$ cat src/design/rcw_pkg.sv
/*
  package for the redundant controller watchdog arbiter: timing constants,
  register offsets, field positions, reset values and shared types.
  assumes a 40 MHz clock and a classic wishbone register bus.
*/
package rcw_pkg;

  // clock rate and documented times
  localparam int unsigned CLK_HZ          = 40_000_000;
  localparam int unsigned TICK_LIMIT_S    = 5;     // most time between ticks
  localparam int unsigned HOLDOFF_S       = 300;   // watchdog off after a reset
  localparam int unsigned CHANGEOVER_MS   = 1000;  // longest changeover
  localparam int unsigned RESET_PULSE_MS  = 100;   // length of a side reset
  localparam int unsigned SETTLE_MS       = 1;     // power-up settle wait

  // derived cycle counts (longest times round down)
  localparam longint unsigned TIMEOUT_CYC   = longint'(CLK_HZ) * TICK_LIMIT_S;
  localparam longint unsigned HOLDOFF_CYC   = longint'(CLK_HZ) * HOLDOFF_S;
  localparam longint unsigned CHANGE_CYC    = longint'(CLK_HZ) / 1000 * CHANGEOVER_MS;
  localparam longint unsigned RSTPULSE_CYC  = longint'(CLK_HZ) / 1000 * RESET_PULSE_MS;
  localparam longint unsigned SETTLE_CYC    = longint'(CLK_HZ) / 1000 * SETTLE_MS;

  // counter width wide enough for the hold-off count
  localparam int unsigned CNT_W = 34;

  // register byte offsets
  localparam logic [3:0] REG_CTRL   = 4'h0;  // control: switch request, redundant
  localparam logic [3:0] REG_STATUS = 4'h4;  // status: active side, watchdogs
  localparam logic [3:0] REG_CAUSE  = 4'h8;  // last changeover cause

  // control field positions
  localparam int unsigned CTRL_SWREQ = 0;  // write 1: software changeover request
  localparam int unsigned CTRL_REDUN = 1;  // 1 = two controllers fitted
  localparam logic [31:0] CTRL_RESET = 32'h0000_0002;

  // selector encoding
  typedef enum logic [1:0] {
    RCW_SEL_AUTO = 2'b00,
    RCW_SEL_A    = 2'b01,
    RCW_SEL_B    = 2'b10
  } rcw_sel_type;

  // per-side inputs from a controller and the chassis
  typedef struct packed {
    logic tick;      // watchdog kick
    logic online;    // side flagged on-line
    logic present;   // bus controller card present
    logic avail;     // controller assembly available / powered
  } rcw_side_in_type;

  // per-side outputs
  typedef struct packed {
    logic reset;     // power-reset to this side
    logic wd_exp;    // watchdog expired
    logic wd_en;     // watchdog supervising
  } rcw_side_out_type;

  // wishbone request bundle
  typedef struct packed {
    logic        cyc;
    logic        stb;
    logic        we;
    logic [3:0]  sel;
    logic [3:0]  adr;
    logic [31:0] dat;
  } rcw_wb_req_type;

endpackage

$ cat src/design/rcw_sync.sv
/*
  two flip-flop synchroniser for a bundle of pin levels.
  assumes the inputs are asynchronous to clk_i.
*/
module rcw_sync #(
  parameter int unsigned W = 1
) (
  input  wire logic         clk_i,
  input  wire logic         rst_i,
  input  wire logic [W-1:0] d_i,
  output logic      [W-1:0] q_o
);
  import rcw_pkg::*;

  // all state of the synchroniser
  typedef struct packed {
    logic [W-1:0] s1;  // first stage, read only by the second
    logic [W-1:0] s2;  // second stage
  } rcw_sync_st_type;

  rcw_sync_st_type st_r;
  rcw_sync_st_type st_nxt;

  // shift the pins through two stages
  always_comb begin
    st_nxt.s1 = d_i;
    st_nxt.s2 = st_r.s1;
  end

  // register the state
  always_ff @(posedge clk_i) begin
    if (rst_i) begin
      st_r <= '0;
    end else begin
      st_r <= st_nxt;
    end
  end

  assign q_o = st_r.s2;
endmodule

$ cat src/design/rcw_side_wd.sv
/*
  watchdog and power-reset path for one controller side.
  assumes tick, reset-request and inhibit inputs are synchronous pulses
  or levels on clk_i.
*/
module rcw_side_wd #(
  parameter longint unsigned TIMEOUT = rcw_pkg::TIMEOUT_CYC,
  parameter longint unsigned HOLDOFF = rcw_pkg::HOLDOFF_CYC,
  parameter longint unsigned RSTLEN  = rcw_pkg::RSTPULSE_CYC
) (
  input  wire logic                      clk_i,
  input  wire logic                      rst_i,
  input  wire logic                      tick_i,     // synchronised tick level
  input  wire logic                      inhibit_i,  // other side forced active
  input  wire logic                      rst_req_i,  // reset button request
  output rcw_pkg::rcw_side_out_type      out_o
);
  import rcw_pkg::*;

  // side state
  typedef struct packed {
    logic [CNT_W-1:0] cnt;      // timeout count
    logic [CNT_W-1:0] hold;     // hold-off count, nonzero = disabled
    logic [CNT_W-1:0] rlen;     // reset pulse count
    logic             tick_d;   // previous tick for edge find
    logic             expired;  // timeout seen
  } rcw_wd_st_type;

  rcw_wd_st_type st_r;
  rcw_wd_st_type st_nxt;
  logic          tick_edge;  // rising edge of the tick
  logic          fire;       // start a reset of this side

  // timeout, hold-off and reset pulse
  always_comb begin
    st_nxt        = st_r;
    tick_edge     = tick_i & ~st_r.tick_d;
    st_nxt.tick_d = tick_i;
    fire          = 1'b0;
    if (st_r.rlen != '0) begin
      // reset pulse in progress
      st_nxt.rlen = st_r.rlen - CNT_W'(1);
      if (st_r.rlen == CNT_W'(1)) begin
        st_nxt.hold = CNT_W'(HOLDOFF);  // [RULE3]
        st_nxt.cnt  = '0;
      end
    end else if (rst_req_i) begin
      fire = 1'b1;  // [RULE10]
    end else if (st_r.hold != '0) begin
      st_nxt.hold = st_r.hold - CNT_W'(1);  // [RULE3]
      st_nxt.cnt  = '0;
    end else if (inhibit_i) begin
      st_nxt.cnt     = '0;  // [RULE4]
      st_nxt.expired = 1'b0;
    end else if (tick_edge) begin
      st_nxt.cnt     = '0;  // [RULE17]
      st_nxt.expired = 1'b0;
    end else if (st_r.cnt >= CNT_W'(TIMEOUT - 1)) begin
      st_nxt.expired = 1'b1;  // [RULE2]
      fire           = 1'b1;
    end else begin
      st_nxt.cnt = st_r.cnt + CNT_W'(1);
    end
    if (fire) begin
      st_nxt.rlen = CNT_W'(RSTLEN);
      st_nxt.cnt  = '0;
    end
  end

  // register the state
  always_ff @(posedge clk_i) begin
    if (rst_i) begin
      st_r      <= '0;
      st_r.hold <= CNT_W'(HOLDOFF);  // [RULE3]
    end else begin
      st_r <= st_nxt;
    end
  end

  assign out_o.reset  = (st_r.rlen != '0);
  assign out_o.wd_exp = st_r.expired;
  assign out_o.wd_en  = (st_r.hold == '0) & (st_r.rlen == '0) & ~inhibit_i;
endmodule

$ cat src/design/rcw_arbiter.sv
/*
  redundant controller watchdog arbiter: two independent watchdogs and
  reset paths, active-side selection, selector and reset buttons, and a
  wishbone register slave.
  assumes front panel and controller inputs are asynchronous pins and the
  wishbone master is on clk_i.
*/
// The Wishbone slave port and the placing of the registers were left to the implementer.
// Notes on behaviour
// RULE1: independent watchdog and reset path per side
// RULE2: tick every five seconds, else reset side
// RULE3: watchdog disabled five minutes after side reset
// RULE4: forcing one side disables other's watchdog
// RULE5: changeover on unavailable, expiry, offline, request
// RULE6: auto changeover needs auto, card, watchdog, online
// RULE7: standby flags online only after sync
// RULE8: changeover completes within one second
// RULE9: forced selector switches active side immediately
// RULE10: each reset button resets its side only
// RULE11: decode auto, force A, force B
// RULE12: single controller system always uses side A
// RULE13: no auto changeover while a side forced
// RULE14: redundant power-up in auto picks A
// RULE15: A unpowered in auto stays standby
// RULE16: audible cutoff switch has no effect
// RULE17: each tick restarts its side's timeout
module rcw_arbiter #(
  parameter longint unsigned TIMEOUT = rcw_pkg::TIMEOUT_CYC,
  parameter longint unsigned HOLDOFF = rcw_pkg::HOLDOFF_CYC,
  parameter longint unsigned RSTLEN  = rcw_pkg::RSTPULSE_CYC,
  parameter longint unsigned CHANGE  = rcw_pkg::CHANGE_CYC,
  parameter longint unsigned SETTLE  = rcw_pkg::SETTLE_CYC
) (
  input  wire logic                      clk_i,
  input  wire logic                      rst_i,
  // wishbone slave
  input  wire logic                      wb_cyc_i,
  input  wire logic                      wb_stb_i,
  input  wire logic                      wb_we_i,
  input  wire logic [3:0]                wb_sel_i,
  input  wire logic [3:0]                wb_adr_i,
  input  wire logic [31:0]               wb_dat_i,
  output logic      [31:0]               wb_dat_o,
  output logic                           wb_ack_o,
  // controller sides, pins
  input  wire rcw_pkg::rcw_side_in_type  side_a_i,
  input  wire rcw_pkg::rcw_side_in_type  side_b_i,
  // front panel, pins
  input  wire logic [1:0]                selector_i,
  input  wire logic                      reset_btn_a_i,
  input  wire logic                      reset_btn_b_i,
  input  wire logic                      audible_cutoff_switch_i,
  // outputs
  output logic                           side_a_reset_o,
  output logic                           side_b_reset_o,
  output logic                           active_a_o,
  output logic                           active_b_o,
  output logic                           standby_o
);
  import rcw_pkg::*;

  // arbiter states, one-hot
  typedef enum logic [4:0] {
    ST_SETTLE = 5'b00001,  // power-up wait
    ST_A      = 5'b00010,  // side A active
    ST_B      = 5'b00100,  // side B active
    ST_SWITCH = 5'b01000,  // changeover under way
    ST_IDLE   = 5'b10000   // system in standby
  } rcw_state_type;

  // whole module state
  typedef struct packed {
    rcw_state_type    state;
    logic             tgt_b;     // changeover target is B
    logic [CNT_W-1:0] cnt;       // settle / changeover count
    logic             redun;     // two controllers fitted
    logic             swreq;     // pending software request
    logic [2:0]       cause;     // last changeover cause
    logic             ack;
    logic [31:0]      rdat;
    logic [4:0]       outs;      // reset a, reset b, act a, act b, standby
  } rcw_st_type;

  rcw_st_type       st_r;
  rcw_st_type       st_nxt;
  rcw_side_in_type  a_s;        // synchronised side A
  rcw_side_in_type  b_s;        // synchronised side B
  logic [1:0]       sel_s;      // synchronised selector
  logic             btn_a_s;
  logic             btn_b_s;
  rcw_side_out_type wd_a;
  rcw_side_out_type wd_b;
  logic             force_a;
  logic             force_b;
  logic             auto_mode;
  logic             fail_a;     // side A failure events
  logic             fail_b;
  logic             ok_a;       // side A fit to take over
  logic             ok_b;
  logic             wb_hit;
  logic             rst_a;
  logic             rst_b;

  // pins pass two flip-flops before use; the cutoff switch is left unread
  rcw_sync #(.W(12)) u_sync (
    .clk_i (clk_i),
    .rst_i (rst_i),
    .d_i   ({side_a_i, side_b_i, selector_i, reset_btn_a_i, reset_btn_b_i}),
    .q_o   ({a_s, b_s, sel_s, btn_a_s, btn_b_s})
  );  // [RULE16]

  // selector decode
  always_comb begin
    force_a   = (sel_s == RCW_SEL_A);  // [RULE11]
    force_b   = (sel_s == RCW_SEL_B);  // [RULE11]
    auto_mode = ~force_a & ~force_b;
  end

  assign rst_a = btn_a_s;  // [RULE10]
  assign rst_b = btn_b_s;  // [RULE10]

  // side A watchdog, disabled while B is forced
  rcw_side_wd #(.TIMEOUT(TIMEOUT), .HOLDOFF(HOLDOFF), .RSTLEN(RSTLEN)) u_wd_a (
    .clk_i     (clk_i),
    .rst_i     (rst_i),
    .tick_i    (a_s.tick),
    .inhibit_i (force_b),  // [RULE4]
    .rst_req_i (rst_a),
    .out_o     (wd_a)
  );  // [RULE1]

  // side B watchdog, disabled while A is forced
  rcw_side_wd #(.TIMEOUT(TIMEOUT), .HOLDOFF(HOLDOFF), .RSTLEN(RSTLEN)) u_wd_b (
    .clk_i     (clk_i),
    .rst_i     (rst_i),
    .tick_i    (b_s.tick),
    .inhibit_i (force_a),  // [RULE4]
    .rst_req_i (rst_b),
    .out_o     (wd_b)
  );  // [RULE1]

  // changeover causes and readiness of each side
  always_comb begin
    fail_a = ~a_s.avail | wd_a.wd_exp | ~a_s.online;  // [RULE5]
    fail_b = ~b_s.avail | wd_b.wd_exp | ~b_s.online;  // [RULE5]
    ok_a   = a_s.present & ~wd_a.wd_exp & a_s.online;  // [RULE6] [RULE7]
    ok_b   = b_s.present & ~wd_b.wd_exp & b_s.online;  // [RULE6] [RULE7]
  end

  assign wb_hit = wb_cyc_i & wb_stb_i & ~st_r.ack;

  // arbiter, register file and output image
  always_comb begin
    st_nxt     = st_r;
    st_nxt.ack = wb_hit;
    // register reads, unmapped reads zero
    st_nxt.rdat = '0;
    if (wb_hit && !wb_we_i) begin
      unique case (wb_adr_i)
        REG_CTRL:   st_nxt.rdat = {30'h0000_0000, st_r.redun, st_r.swreq};
        REG_STATUS: st_nxt.rdat = {24'h00_0000, wd_b.wd_en, wd_a.wd_en,
                                   wd_b.wd_exp, wd_a.wd_exp, sel_s,
                                   st_r.outs[1], st_r.outs[2]};
        REG_CAUSE:  st_nxt.rdat = {29'h0000_0000, st_r.cause};
        default:    st_nxt.rdat = '0;
      endcase
    end
    // state machine
    unique case (st_r.state)
      ST_SETTLE: begin
        st_nxt.cnt = st_r.cnt + CNT_W'(1);
        if (force_b && st_r.redun) begin
          st_nxt.state = ST_B;  // [RULE15]
        end else if (st_r.cnt >= CNT_W'(SETTLE)) begin
          if (!st_r.redun || force_a || a_s.avail) begin
            st_nxt.state = ST_A;  // [RULE14] [RULE12]
          end else begin
            st_nxt.state = ST_IDLE;  // [RULE15]
          end
        end
      end
      ST_IDLE: begin
        if (!st_r.redun || force_a || a_s.avail) begin
          st_nxt.state = ST_A;
        end else if (force_b) begin
          st_nxt.state = ST_B;  // [RULE15]
        end
      end
      ST_A: begin
        if (!st_r.redun) begin
          st_nxt.swreq = 1'b0;  // [RULE12]
        end else if (force_b) begin
          st_nxt.state = ST_B;  // [RULE9]
        end else if (auto_mode && (fail_a || st_r.swreq) && ok_b) begin
          // [RULE6] [RULE13]
          st_nxt.state = ST_SWITCH;
          st_nxt.tgt_b = 1'b1;
          st_nxt.cnt   = '0;
          st_nxt.cause = {st_r.swreq, wd_a.wd_exp, ~a_s.avail | ~a_s.online};
        end
      end
      ST_B: begin
        if (!st_r.redun || force_a) begin
          st_nxt.state = ST_A;  // [RULE9] [RULE12]
        end else if (auto_mode && (fail_b || st_r.swreq) && ok_a) begin
          // [RULE6] [RULE13]
          st_nxt.state = ST_SWITCH;
          st_nxt.tgt_b = 1'b0;
          st_nxt.cnt   = '0;
          st_nxt.cause = {st_r.swreq, wd_b.wd_exp, ~b_s.avail | ~b_s.online};
        end
      end
      ST_SWITCH: begin
        // brief break before make, bounded well under a second
        st_nxt.cnt   = st_r.cnt + CNT_W'(1);
        st_nxt.swreq = 1'b0;
        if (force_a) begin
          st_nxt.state = ST_A;  // [RULE9]
        end else if (force_b) begin
          st_nxt.state = ST_B;  // [RULE9]
        end else if (st_r.cnt >= CNT_W'(CHANGE - 1) || st_r.cnt >= CNT_W'(SETTLE)) begin
          st_nxt.state = st_r.tgt_b ? ST_B : ST_A;  // [RULE8]
        end
      end
      default: st_nxt.state = ST_SETTLE;
    endcase
    // register writes come last, so a request in the cycle of a clear wins
    if (wb_hit && wb_we_i && wb_adr_i == REG_CTRL && wb_sel_i[0]) begin
      st_nxt.redun = wb_dat_i[CTRL_REDUN];
      if (wb_dat_i[CTRL_SWREQ]) begin
        st_nxt.swreq = 1'b1;  // [RULE5]
      end
    end
    // output image: active and standby from next state, side resets from the watchdogs
    st_nxt.outs = {wd_a.reset, wd_b.reset, (st_nxt.state == ST_A),
                   (st_nxt.state == ST_B), (st_nxt.state == ST_IDLE)};
  end

  // register all state
  always_ff @(posedge clk_i) begin
    if (rst_i) begin
      st_r       <= '0;
      st_r.state <= ST_SETTLE;
      st_r.redun <= CTRL_RESET[CTRL_REDUN];
    end else begin
      st_r <= st_nxt;
    end
  end

  assign wb_dat_o       = st_r.rdat;
  assign wb_ack_o       = st_r.ack;
  assign side_a_reset_o = st_r.outs[4];
  assign side_b_reset_o = st_r.outs[3];
  assign active_a_o     = st_r.outs[2];
  assign active_b_o     = st_r.outs[1];
  assign standby_o      = st_r.outs[0];
endmodule

$ cat config.mk
export PLATFORM = sky130hd
export DESIGN_NAME = rcw_arbiter
export DESIGN_NICKNAME = d
export VERILOG_FILES = /design/src/design/rcw_pkg.sv /design/src/design/rcw_sync.sv /design/src/design/rcw_side_wd.sv /design/src/design/rcw_arbiter.sv
export SDC_FILE = /design/constraint.sdc
export NUM_CORES = 1
export LEC_CHECK = 0
export BUFFER_PORTS_ARGS = -buffer_cell sky130_fd_sc_hd__buf_2
export CAP_MARGIN = 30
export CELL_PAD_IN_SITES_DETAIL_PLACEMENT = 1
export CELL_PAD_IN_SITES_GLOBAL_PLACEMENT = 1
export CORE_MARGIN = 1
export CORE_UTILIZATION = 40
export DETAILED_ROUTE_END_ITERATION = 8
export PLACE_DENSITY = 0.71
export SLEW_MARGIN = 20
export SYNTH_ARGS = -nofsm -noshare
export SYNTH_HDL_FRONTEND = slang
export SYNTH_SLANG_ARGS = --single-unit
export TNS_END_PERCENT = 50
$ cat constraint.sdc
create_clock -name clk_i -period 3.2 [get_ports clk_i]
set_input_delay 0.64 -clock clk_i [delete_from_list [all_inputs] [get_ports clk_i]]
set_output_delay 0.64 -clock clk_i [all_outputs]
set_load 0.1 [all_outputs]
==> results.sh, run 1 <==
export IMPL_synthesis_area_um2=13600
export IMPL_cts_buffers=35
export IMPL_end_kind="register"
export IMPL_n_fill_cell=4045
export IMPL_grt_usage=0.2039
export IMPL_io_buffers=37
export IMPL_tritoncts="built"
export IMPL_cp_start_kind="register"
export IMPL_clkLatencyLatePin_ns=0.51
export IMPL_num_rows=67
export IMPL_drt_total_wl_mm=35.19
export IMPL_ctsHoldBuffers=0
export IMPL_finClkSkew_ns=0.03068
export IMPL_yosys_warnings=0
export IMPL_antenna_cells=0
export IMPL_hold_viol=0
export IMPL_slew_headroom=0.5248
export IMPL_worstMarginPinSlew_ns=0.7128
export IMPL_async_reset_ff_frac=0
export IMPL_cts_resized=0
export IMPL_place_congestion=0.7983
export IMPL_vias_per_cell=5.365
export IMPL_drt_initial_drc_count=436
export IMPL_hpwlAfterDp_mm=24.68
export IMPL_fin_crit_sh=0.9501
export IMPL_cp_cell_sequence="or4_4, buf_4, nor4_1, buf_4, nand4_1, nor4b_1, nand3_1, o211a_1, o21ba_2"
export IMPL_dp_cells=2129
export IMPL_setup_violations=0
export IMPL_initial_utilization=0.4057
export IMPL_status="finished, final reports clean"
export IMPL_fin_nets=1788
export IMPL_ir_drop_v=0.0005142
export IMPL_clkSinkCount=291
export IMPL_cp_arrival_ns=3.44
export IMPL_clkTransAtPathRegs_ns=0.06
export IMPL_synth_top_area_share=0.4283
export IMPL_die_area_um2=34750
export IMPL_syn2layout_area_growth_pct=15.85
export IMPL_cap_violations=0
export IMPL_cts_setup_buffers=0
export IMPL_postSynthCellCount=1638
export IMPL_synth_top_cell_by_area="dfxtp_1"
export IMPL_grt_pass1_wl_mm=60.06
export IMPL_synth_commonest_cells="dfxtp_1, nor2_1, nand2_1"
export IMPL_drive_gt1_frac=0.1162
export IMPL_fmax_mhz=328.9
export IMPL_synth_area_leaders="dfxtp_1, nor2_1, xnor2_1"
export IMPL_power_leakage_nw=5.665
export IMPL_overflow=0
export IMPL_critPathKind="register to register"
export IMPL_ys_types=68
export IMPL_power_density_nw_per_um2=891.0
export IMPL_antenna_found_initial=1
export IMPL_die_w_um=186.4
export IMPL_stdcell_count=2187
export IMPL_cp_common_cell="buf_4"
export IMPL_cp_slowest_cell="nor4b_1"
export IMPL_synth_avg_cell_area_um2=8.305
export IMPL_synth_edf_count=0
export IMPL_vias=11733
export IMPL_drc=0
export IMPL_drv_slew=0
export IMPL_cts_buffer_depth=3
export IMPL_synth_ff_type="dfxtp_1"
export IMPL_ant_nets=0
export IMPL_htree_levels=2
export IMPL_synth_seq_area_share=0.4283
export IMPL_grt_max_degree=35
export IMPL_setup_slack_ns=0.1597
export IMPL_crit_path_max_fanout=5
export IMPL_synth_seq_cells=291
export IMPL_synth_most_common_cell="dfxtp_1"
export IMPL_hp_class="input port to register"
export IMPL_dr_pass1_iters=4
export IMPL_grt_pass1_vias=12070
export IMPL_pre_cts_ws_ns=-0.01065
export IMPL_crit_required_ns=3.60
export IMPL_slowest_delay_ns=0.56
export IMPL_fin_crit_ns=3.040
export IMPL_core_um2=33530
export IMPL_final_util=0.4700
export IMPL_wire_per_inst_um=16.09
export IMPL_cts_root_buf="clkbuf_16"
export IMPL_die_y_um=186.4
export IMPL_ioPinCount=96
-- per-layer routing --
layer	share of wire	track usage	vias up	wire length, µm
li1	-	-	5863	-
met1	0.48	0.2702	5701	16990
met2	0.47	0.3470	125	16580
met3	0.028	0.02840	44	993
met4	0.018	0.05277	0	627
met5	0	0	-	0
-- cell families (layout without fill, tap and decap cells) --
kind of cell    after synthesis  in the layout  synth area share
xor+xnor                    163            163            0.1049
simple gates                869            869            0.3272
mux                           8              8          0.005979
fa+ha+maj                    12             12           0.01104
buf+inv                     126            204           0.04387
other cells                   1             24         0.0002757
flops                       291            291            0.4283
compound gates              168            168           0.07846
-- power by group --
| part | total (mW) | switching (mW) | internal, mW |
|---|---|---|---|
| Sequential | 4.65 | 0.510 | 4.14 |
| Clock | 3.91 | 1.53 | 2.39 |
| Combinational | 5.48 | 3.30 | 2.18 |
| Total | 14.0 | 5.33 | 8.71 |
-- worst paths after layout --
| check | depth (start not counted) | startpoint | endpoint | slack (ns) |
|---|---|---|---|---|
| worst max-delay path | 9 | u_wd_a.st_r[28] | u_wd_a.st_r[77] | 0.16 |
| worst min-delay path | 2 | side_b_i[3] | u_sync.st_nxt[7] | 0.33 |
| worst max register to register | 9 | u_wd_a.st_r[28] | u_wd_a.st_r[77] | 0.16 |
| worst min register to register | 2 | u_wd_a.st_r[103] | u_wd_a.st_r[103] | 0.43 |
-- flip-flops by register name (all words and copies together) (netlist names), 8 cells and up --
signal,flops
u_wd_a.st_r,103
u_wd_b.st_r,103
st_r,45
u_sync.q_o,12
u_sync.st_nxt,12
wb_dat_o,8
-- final cells by class --
cell class | count | area (µm²) | area share
Inverter | 32 | 120.1 | 0.007622
Sequential cell | 291 | 5826 | 0.3697
Clock buffer | 49 | 988.4 | 0.06272
Multi-Input combinational cell | 1244 | 7350 | 0.4664
Timing Repair Buffer | 114 | 788.3 | 0.05002
Tap cell | 448 | 560.5 | 0.03557
Clock inverter | 9 | 126.4 | 0.008019
-- metrics by stage --
stage | TNS (ns) | hold WS, ns | power (mW) | area, µm²
after floorplan | 0 | 0.4027 | 8.293 | 13690
after global placement | 0 | 0.4138 | 9.896 | 14580
after detailed placement | -0.01065 | 0.4211 | 10.07 | 14590
after CTS | 0 | 0.3147 | 14.12 | 15700
after global routing | -0.02231 | 0.3271 | 15.01 | 15760
final | 0 | 0.3346 | 14.04 | 15760
-- cells in the final DEF (no fill, tap or decap), types with 4 or more instances in the layout --
cell type  synthesis  layout
clkbuf_16          0      35
clkbuf_1          54       8
and4_1             8       8
nor2_1           264     264
mux2i_1            7       7
inv_1             32      32
nor4b_1            9       9
and3_1            21      21
nand3_1           74      73
nand2b_1          11      11
or4_1             20      18
a21oi_1           68      67
or4_4              2       4
xnor2_1          101     101
nand2_1          111     111
a21o_1             7       7
clkinv_2           0       4
xor2_1            62      62
a211oi_1          19      19
o21ai_0           25      24
or2_2             10      10
conb_1             1      24
clkbuf_8           0       6
dfxtp_1          291     291
nand3b_1           9       9
nor2b_1           38      38
nor3_1            98      95
buf_2              3      37
nor4_2             0       4
nand4b_1           7       7
a31oi_1            8       7
ha_1              12      12
buf_4             32      75
and2_1            14      14
nand4_1           41      41
o31ai_1            8       8
nor4_1            70      66
or3_1             42      41
-- critical path, delay by kind of cell, from the launching register on --
family                 cells  cell delay [ns]
AOI/OAI and AO/OA          2             0.46
buffers and inverters      2             0.37
DFF                        1             0.34
and+or+nand+nor            5             1.79
(Power assumes the default switching activity.)
==> run 2: changes to the inputs <==
--- a/config.mk
+++ b/config.mk
@@ -5,16 +5,19 @@
 export SDC_FILE = /design/constraint.sdc
 export NUM_CORES = 1
 export LEC_CHECK = 0
+export ABC_AREA = 1
 export BUFFER_PORTS_ARGS = -buffer_cell sky130_fd_sc_hd__buf_2
 export CAP_MARGIN = 30
 export CELL_PAD_IN_SITES_DETAIL_PLACEMENT = 1
 export CELL_PAD_IN_SITES_GLOBAL_PLACEMENT = 1
+export CORE_ASPECT_RATIO = 1.75
 export CORE_MARGIN = 1
 export CORE_UTILIZATION = 40
 export DETAILED_ROUTE_END_ITERATION = 8
-export PLACE_DENSITY = 0.71
+export PLACE_DENSITY = 0.74
 export SLEW_MARGIN = 20
 export SYNTH_ARGS = -nofsm -noshare
 export SYNTH_HDL_FRONTEND = slang
+export SYNTH_HIERARCHICAL = 1
 export SYNTH_SLANG_ARGS = --single-unit
 export TNS_END_PERCENT = 50
==> run 2 against run 1 <==
Global-route usage is 4.5 points higher; flip-flop and latch count stayed put; worst setup slack better by 0.17 ns; count of clock-buffer cells in the layout is 13 lower; hold slack worse by 0.085 ns; critical path type unchanged; via count is 45% higher; fmax is 5.9% higher; first-iteration DRC count is 58% higher; critical path depth is 4 higher; sequential power hardly changed.
==> results.sh, run 2 <==
export IMPL_p_int_mw=8.636
export IMPL_power_leakage_nw=8.154
export IMPL_initial_utilization=0.4046
export IMPL_drt_initial_drc_count=689
export IMPL_slew_headroom=0.3884
export IMPL_synth_seq_area_share=0.3395
export IMPL_tritoncts="built"
export IMPL_overflow=0
export IMPL_postSynthCellCount=2682
export IMPL_hpwlAfterDp_mm=41.71
export IMPL_whs_endpoint="u_sync/st_nxt[1]"
export IMPL_clkSinkCount=291
export IMPL_cts_buffer_depth=3
export IMPL_synth_top_family_by_area="simple AND/OR/NAND/NOR gates"
export IMPL_fmax_mhz=348.5
export IMPL_place_congestion=0.9198
export IMPL_yosys_area_share_simple=0.4159
export IMPL_rrSetupSlack_ns=0.33
export IMPL_setup_violations=0
export IMPL_end_kind="register"
export IMPL_cp_start_kind="register"
export IMPL_drv_slew=0
export IMPL_ys_types=52
export IMPL_synth_commonest_cells="nand2_1, nor2_1, dfxtp_1"
export IMPL_pre_cts_ws_ns=0.3928
export IMPL_vias_per_cell=5.171
export IMPL_final_util=0.4441
export IMPL_die_y_um=276.0
export IMPL_cp_arrival_ns=3.36
export IMPL_holdCritStartpoint="reset_btn_a_i"
export IMPL_grt_max_degree=76
export IMPL_grt_pass1_wl_mm=88.20
export IMPL_synth_avg_cell_area_um2=6.399
export IMPL_p_seq_frac=0.290
export IMPL_ant_nets=0
export IMPL_core_um2=42420
export IMPL_r2r_end="u_wd_b/st_r[73]"
export IMPL_hold_viol=0
export IMPL_synth_seq_cells=291
export IMPL_die_w_um=158.6
export IMPL_grt_pass1_vias=17938
export IMPL_wire_per_inst_um=16.40
export IMPL_ir_drop_v=0.0006900
export IMPL_synth_edf_count=0
export IMPL_final_common_cell="nand2_1"
export IMPL_switchingPower_mw=7.472
export IMPL_comb_power_share=0.469
export IMPL_dr_pass1_iters=4
export IMPL_synth_area_mux_share=0
export IMPL_crit_required_ns=3.69
export IMPL_synth_fa_ha_area_frac=0.008749
export IMPL_synth_top_cell_by_area="dfxtp_1"
export IMPL_cts_resized=0
export IMPL_synthesis_area_um2=17160
export IMPL_drive_gt1_frac=0.08595
export IMPL_r2r_start="u_wd_b/st_r[36]"
export IMPL_clkLatencyLatePin_ns=0.60
export IMPL_switching_share=0.4639
export IMPL_num_rows=100
export IMPL_cts_setup_buffers=0
export IMPL_critPathKind="register to register"
export IMPL_vias=17037
export IMPL_crit_path_max_fanout=11
export IMPL_fin_crit_ns=2.870
export IMPL_cts_buffers=31
export IMPL_synth_most_common_cell="nand2_1"
export IMPL_cap_violations=0
export IMPL_rsz0062_at_grt="false"
export IMPL_synth_xor_area_frac=0.04236
export IMPL_final_cell_mix="nand2_1, nor2_1, dfxtp_1, inv_1, nand3_1"
export IMPL_synth_top_area_share=0.3395
export IMPL_io_buffers=37
export IMPL_yosys_warnings=6
export IMPL_synth_compound_area_frac=0.08960
export IMPL_clkTransAtPathRegs_ns=0.06
export IMPL_cts_root_buf="clkbuf_16"
export IMPL_grt_usage=0.2494
export IMPL_synth_area_leaders="dfxtp_1, nand2_1, nor2_1"
export IMPL_fin_crit_sh=0.8967
export IMPL_tns_ns=0
export IMPL_rr_worst_depth=13
export IMPL_drt_total_wl_mm=54.03
export IMPL_worstMarginPinSlew_ns=0.9174
export IMPL_antenna_cells=0
export IMPL_die_area_um2=43770
export IMPL_status="finished, final reports clean"
export IMPL_clkPwrFrac=0.241
export IMPL_reg_largest_list="u_wd_a/st_r x103, u_wd_b/st_r x103, st_r x45"
export IMPL_htree_levels=1
export IMPL_drc=0
export IMPL_syn2layout_area_growth_pct=9.770
export IMPL_hp_class="input port to register"
export IMPL_fin_nets=2779
export IMPL_setup_slack_ns=0.3304
export IMPL_async_reset_ff_frac=0
export IMPL_antenna_found_initial=0
export IMPL_power_density_nw_per_um2=855.1
export IMPL_ctsHoldBuffers=0
export IMPL_synth_ff_type="dfxtp_1"
export IMPL_finClkSkew_ns=0.03237
export IMPL_hold_depth=3
export IMPL_ioPinCount=96
-- run 2: final cells by class --
cell class                 instances  area [µm²]
clock inverter                    22       269.0
clock buffer                      36       814.5
tap                              561       701.9
fill                            5716       23580
multi-input combinational       2015        9643
sequential                       291        5826
timing repair buffer              68       445.4
inverter                         302        1139
-- run 2: kinds of logic after synthesis --
| logic type | Yosys count |
|---|---|
| flip-flops | 291 |
| AO/OA/AOI/OAI | 278 |
| AND/OR/NAND/NOR | 1618 |
| adder cells (fa/ha/maj) | 12 |
| buffers and inverters | 399 |
| other | 1 |
| XOR/XNOR | 83 |
-- run 2: worst max path at each step --
stage	cells past startpoint	start	end	slack (ns)
after floorplan	14	u_wd_b/st_r[36]	u_wd_b/st_r[85]	1.06
after global placement	12	u_wd_a/st_r[2]	u_wd_a/st_r[28]	0.47
after detailed placement	13	u_wd_b/st_r[36]	u_wd_b/st_r[73]	0.39
after CTS	13	u_wd_b/st_r[36]	u_wd_b/st_r[73]	0.33
after global routing	15	u_wd_b/st_r[36]	u_wd_b/st_r[84]	0.08
final	13	u_wd_b/st_r[36]	u_wd_b/st_r[73]	0.33
-- run 2: per-layer routing --
layer	global-route usage	part of all wire
met1	0.2473	0.38
met3	0.01944	0.021
met2	0.4982	0.55
met5	0	0
met4	0.1235	0.051
-- run 2: critical path, stage by stage, from the launching register on --
cell and delay, ns:
dfxtp_1 0.31, inv_1 0.13, ha_1 0.30, nand2_1 0.17, nor2_1 0.17, nand2_1 0.13, nor2_4 0.20, nand2_1 0.17
nor2_4 0.31, nand2_2 0.25, buf_4 0.25, nor2_1 0.13, nor2_1 0.07, nor3_1 0.17
-- run 2: power groups by stage --
stage | Sequential, mW | Clock, mW | Combinational, mW
floorplan | 4.66 | 0 | 5.76
global placement | 4.72 | 0 | 7.31
detailed placement | 4.75 | 0 | 7.55
CTS | 4.67 | 4.00 | 7.62
global route | 4.75 | 4.13 | 8.46
finish | 4.67 | 3.88 | 7.56
-- run 2: stage by stage --
step           std cells  cell area [µm²]  hold slack (ns)  power, mW
2_1_floorplan       2705            17250           0.3883      10.42
4_1_cts             3295            18840           0.2179      16.29
5_1_grt             3295            18840           0.2492      17.34
3_3_place_gp        3237            17750           0.3959      12.03
6_report            3295            18840           0.2495      16.11
3_5_place_dp        3237            17750           0.3962      12.30
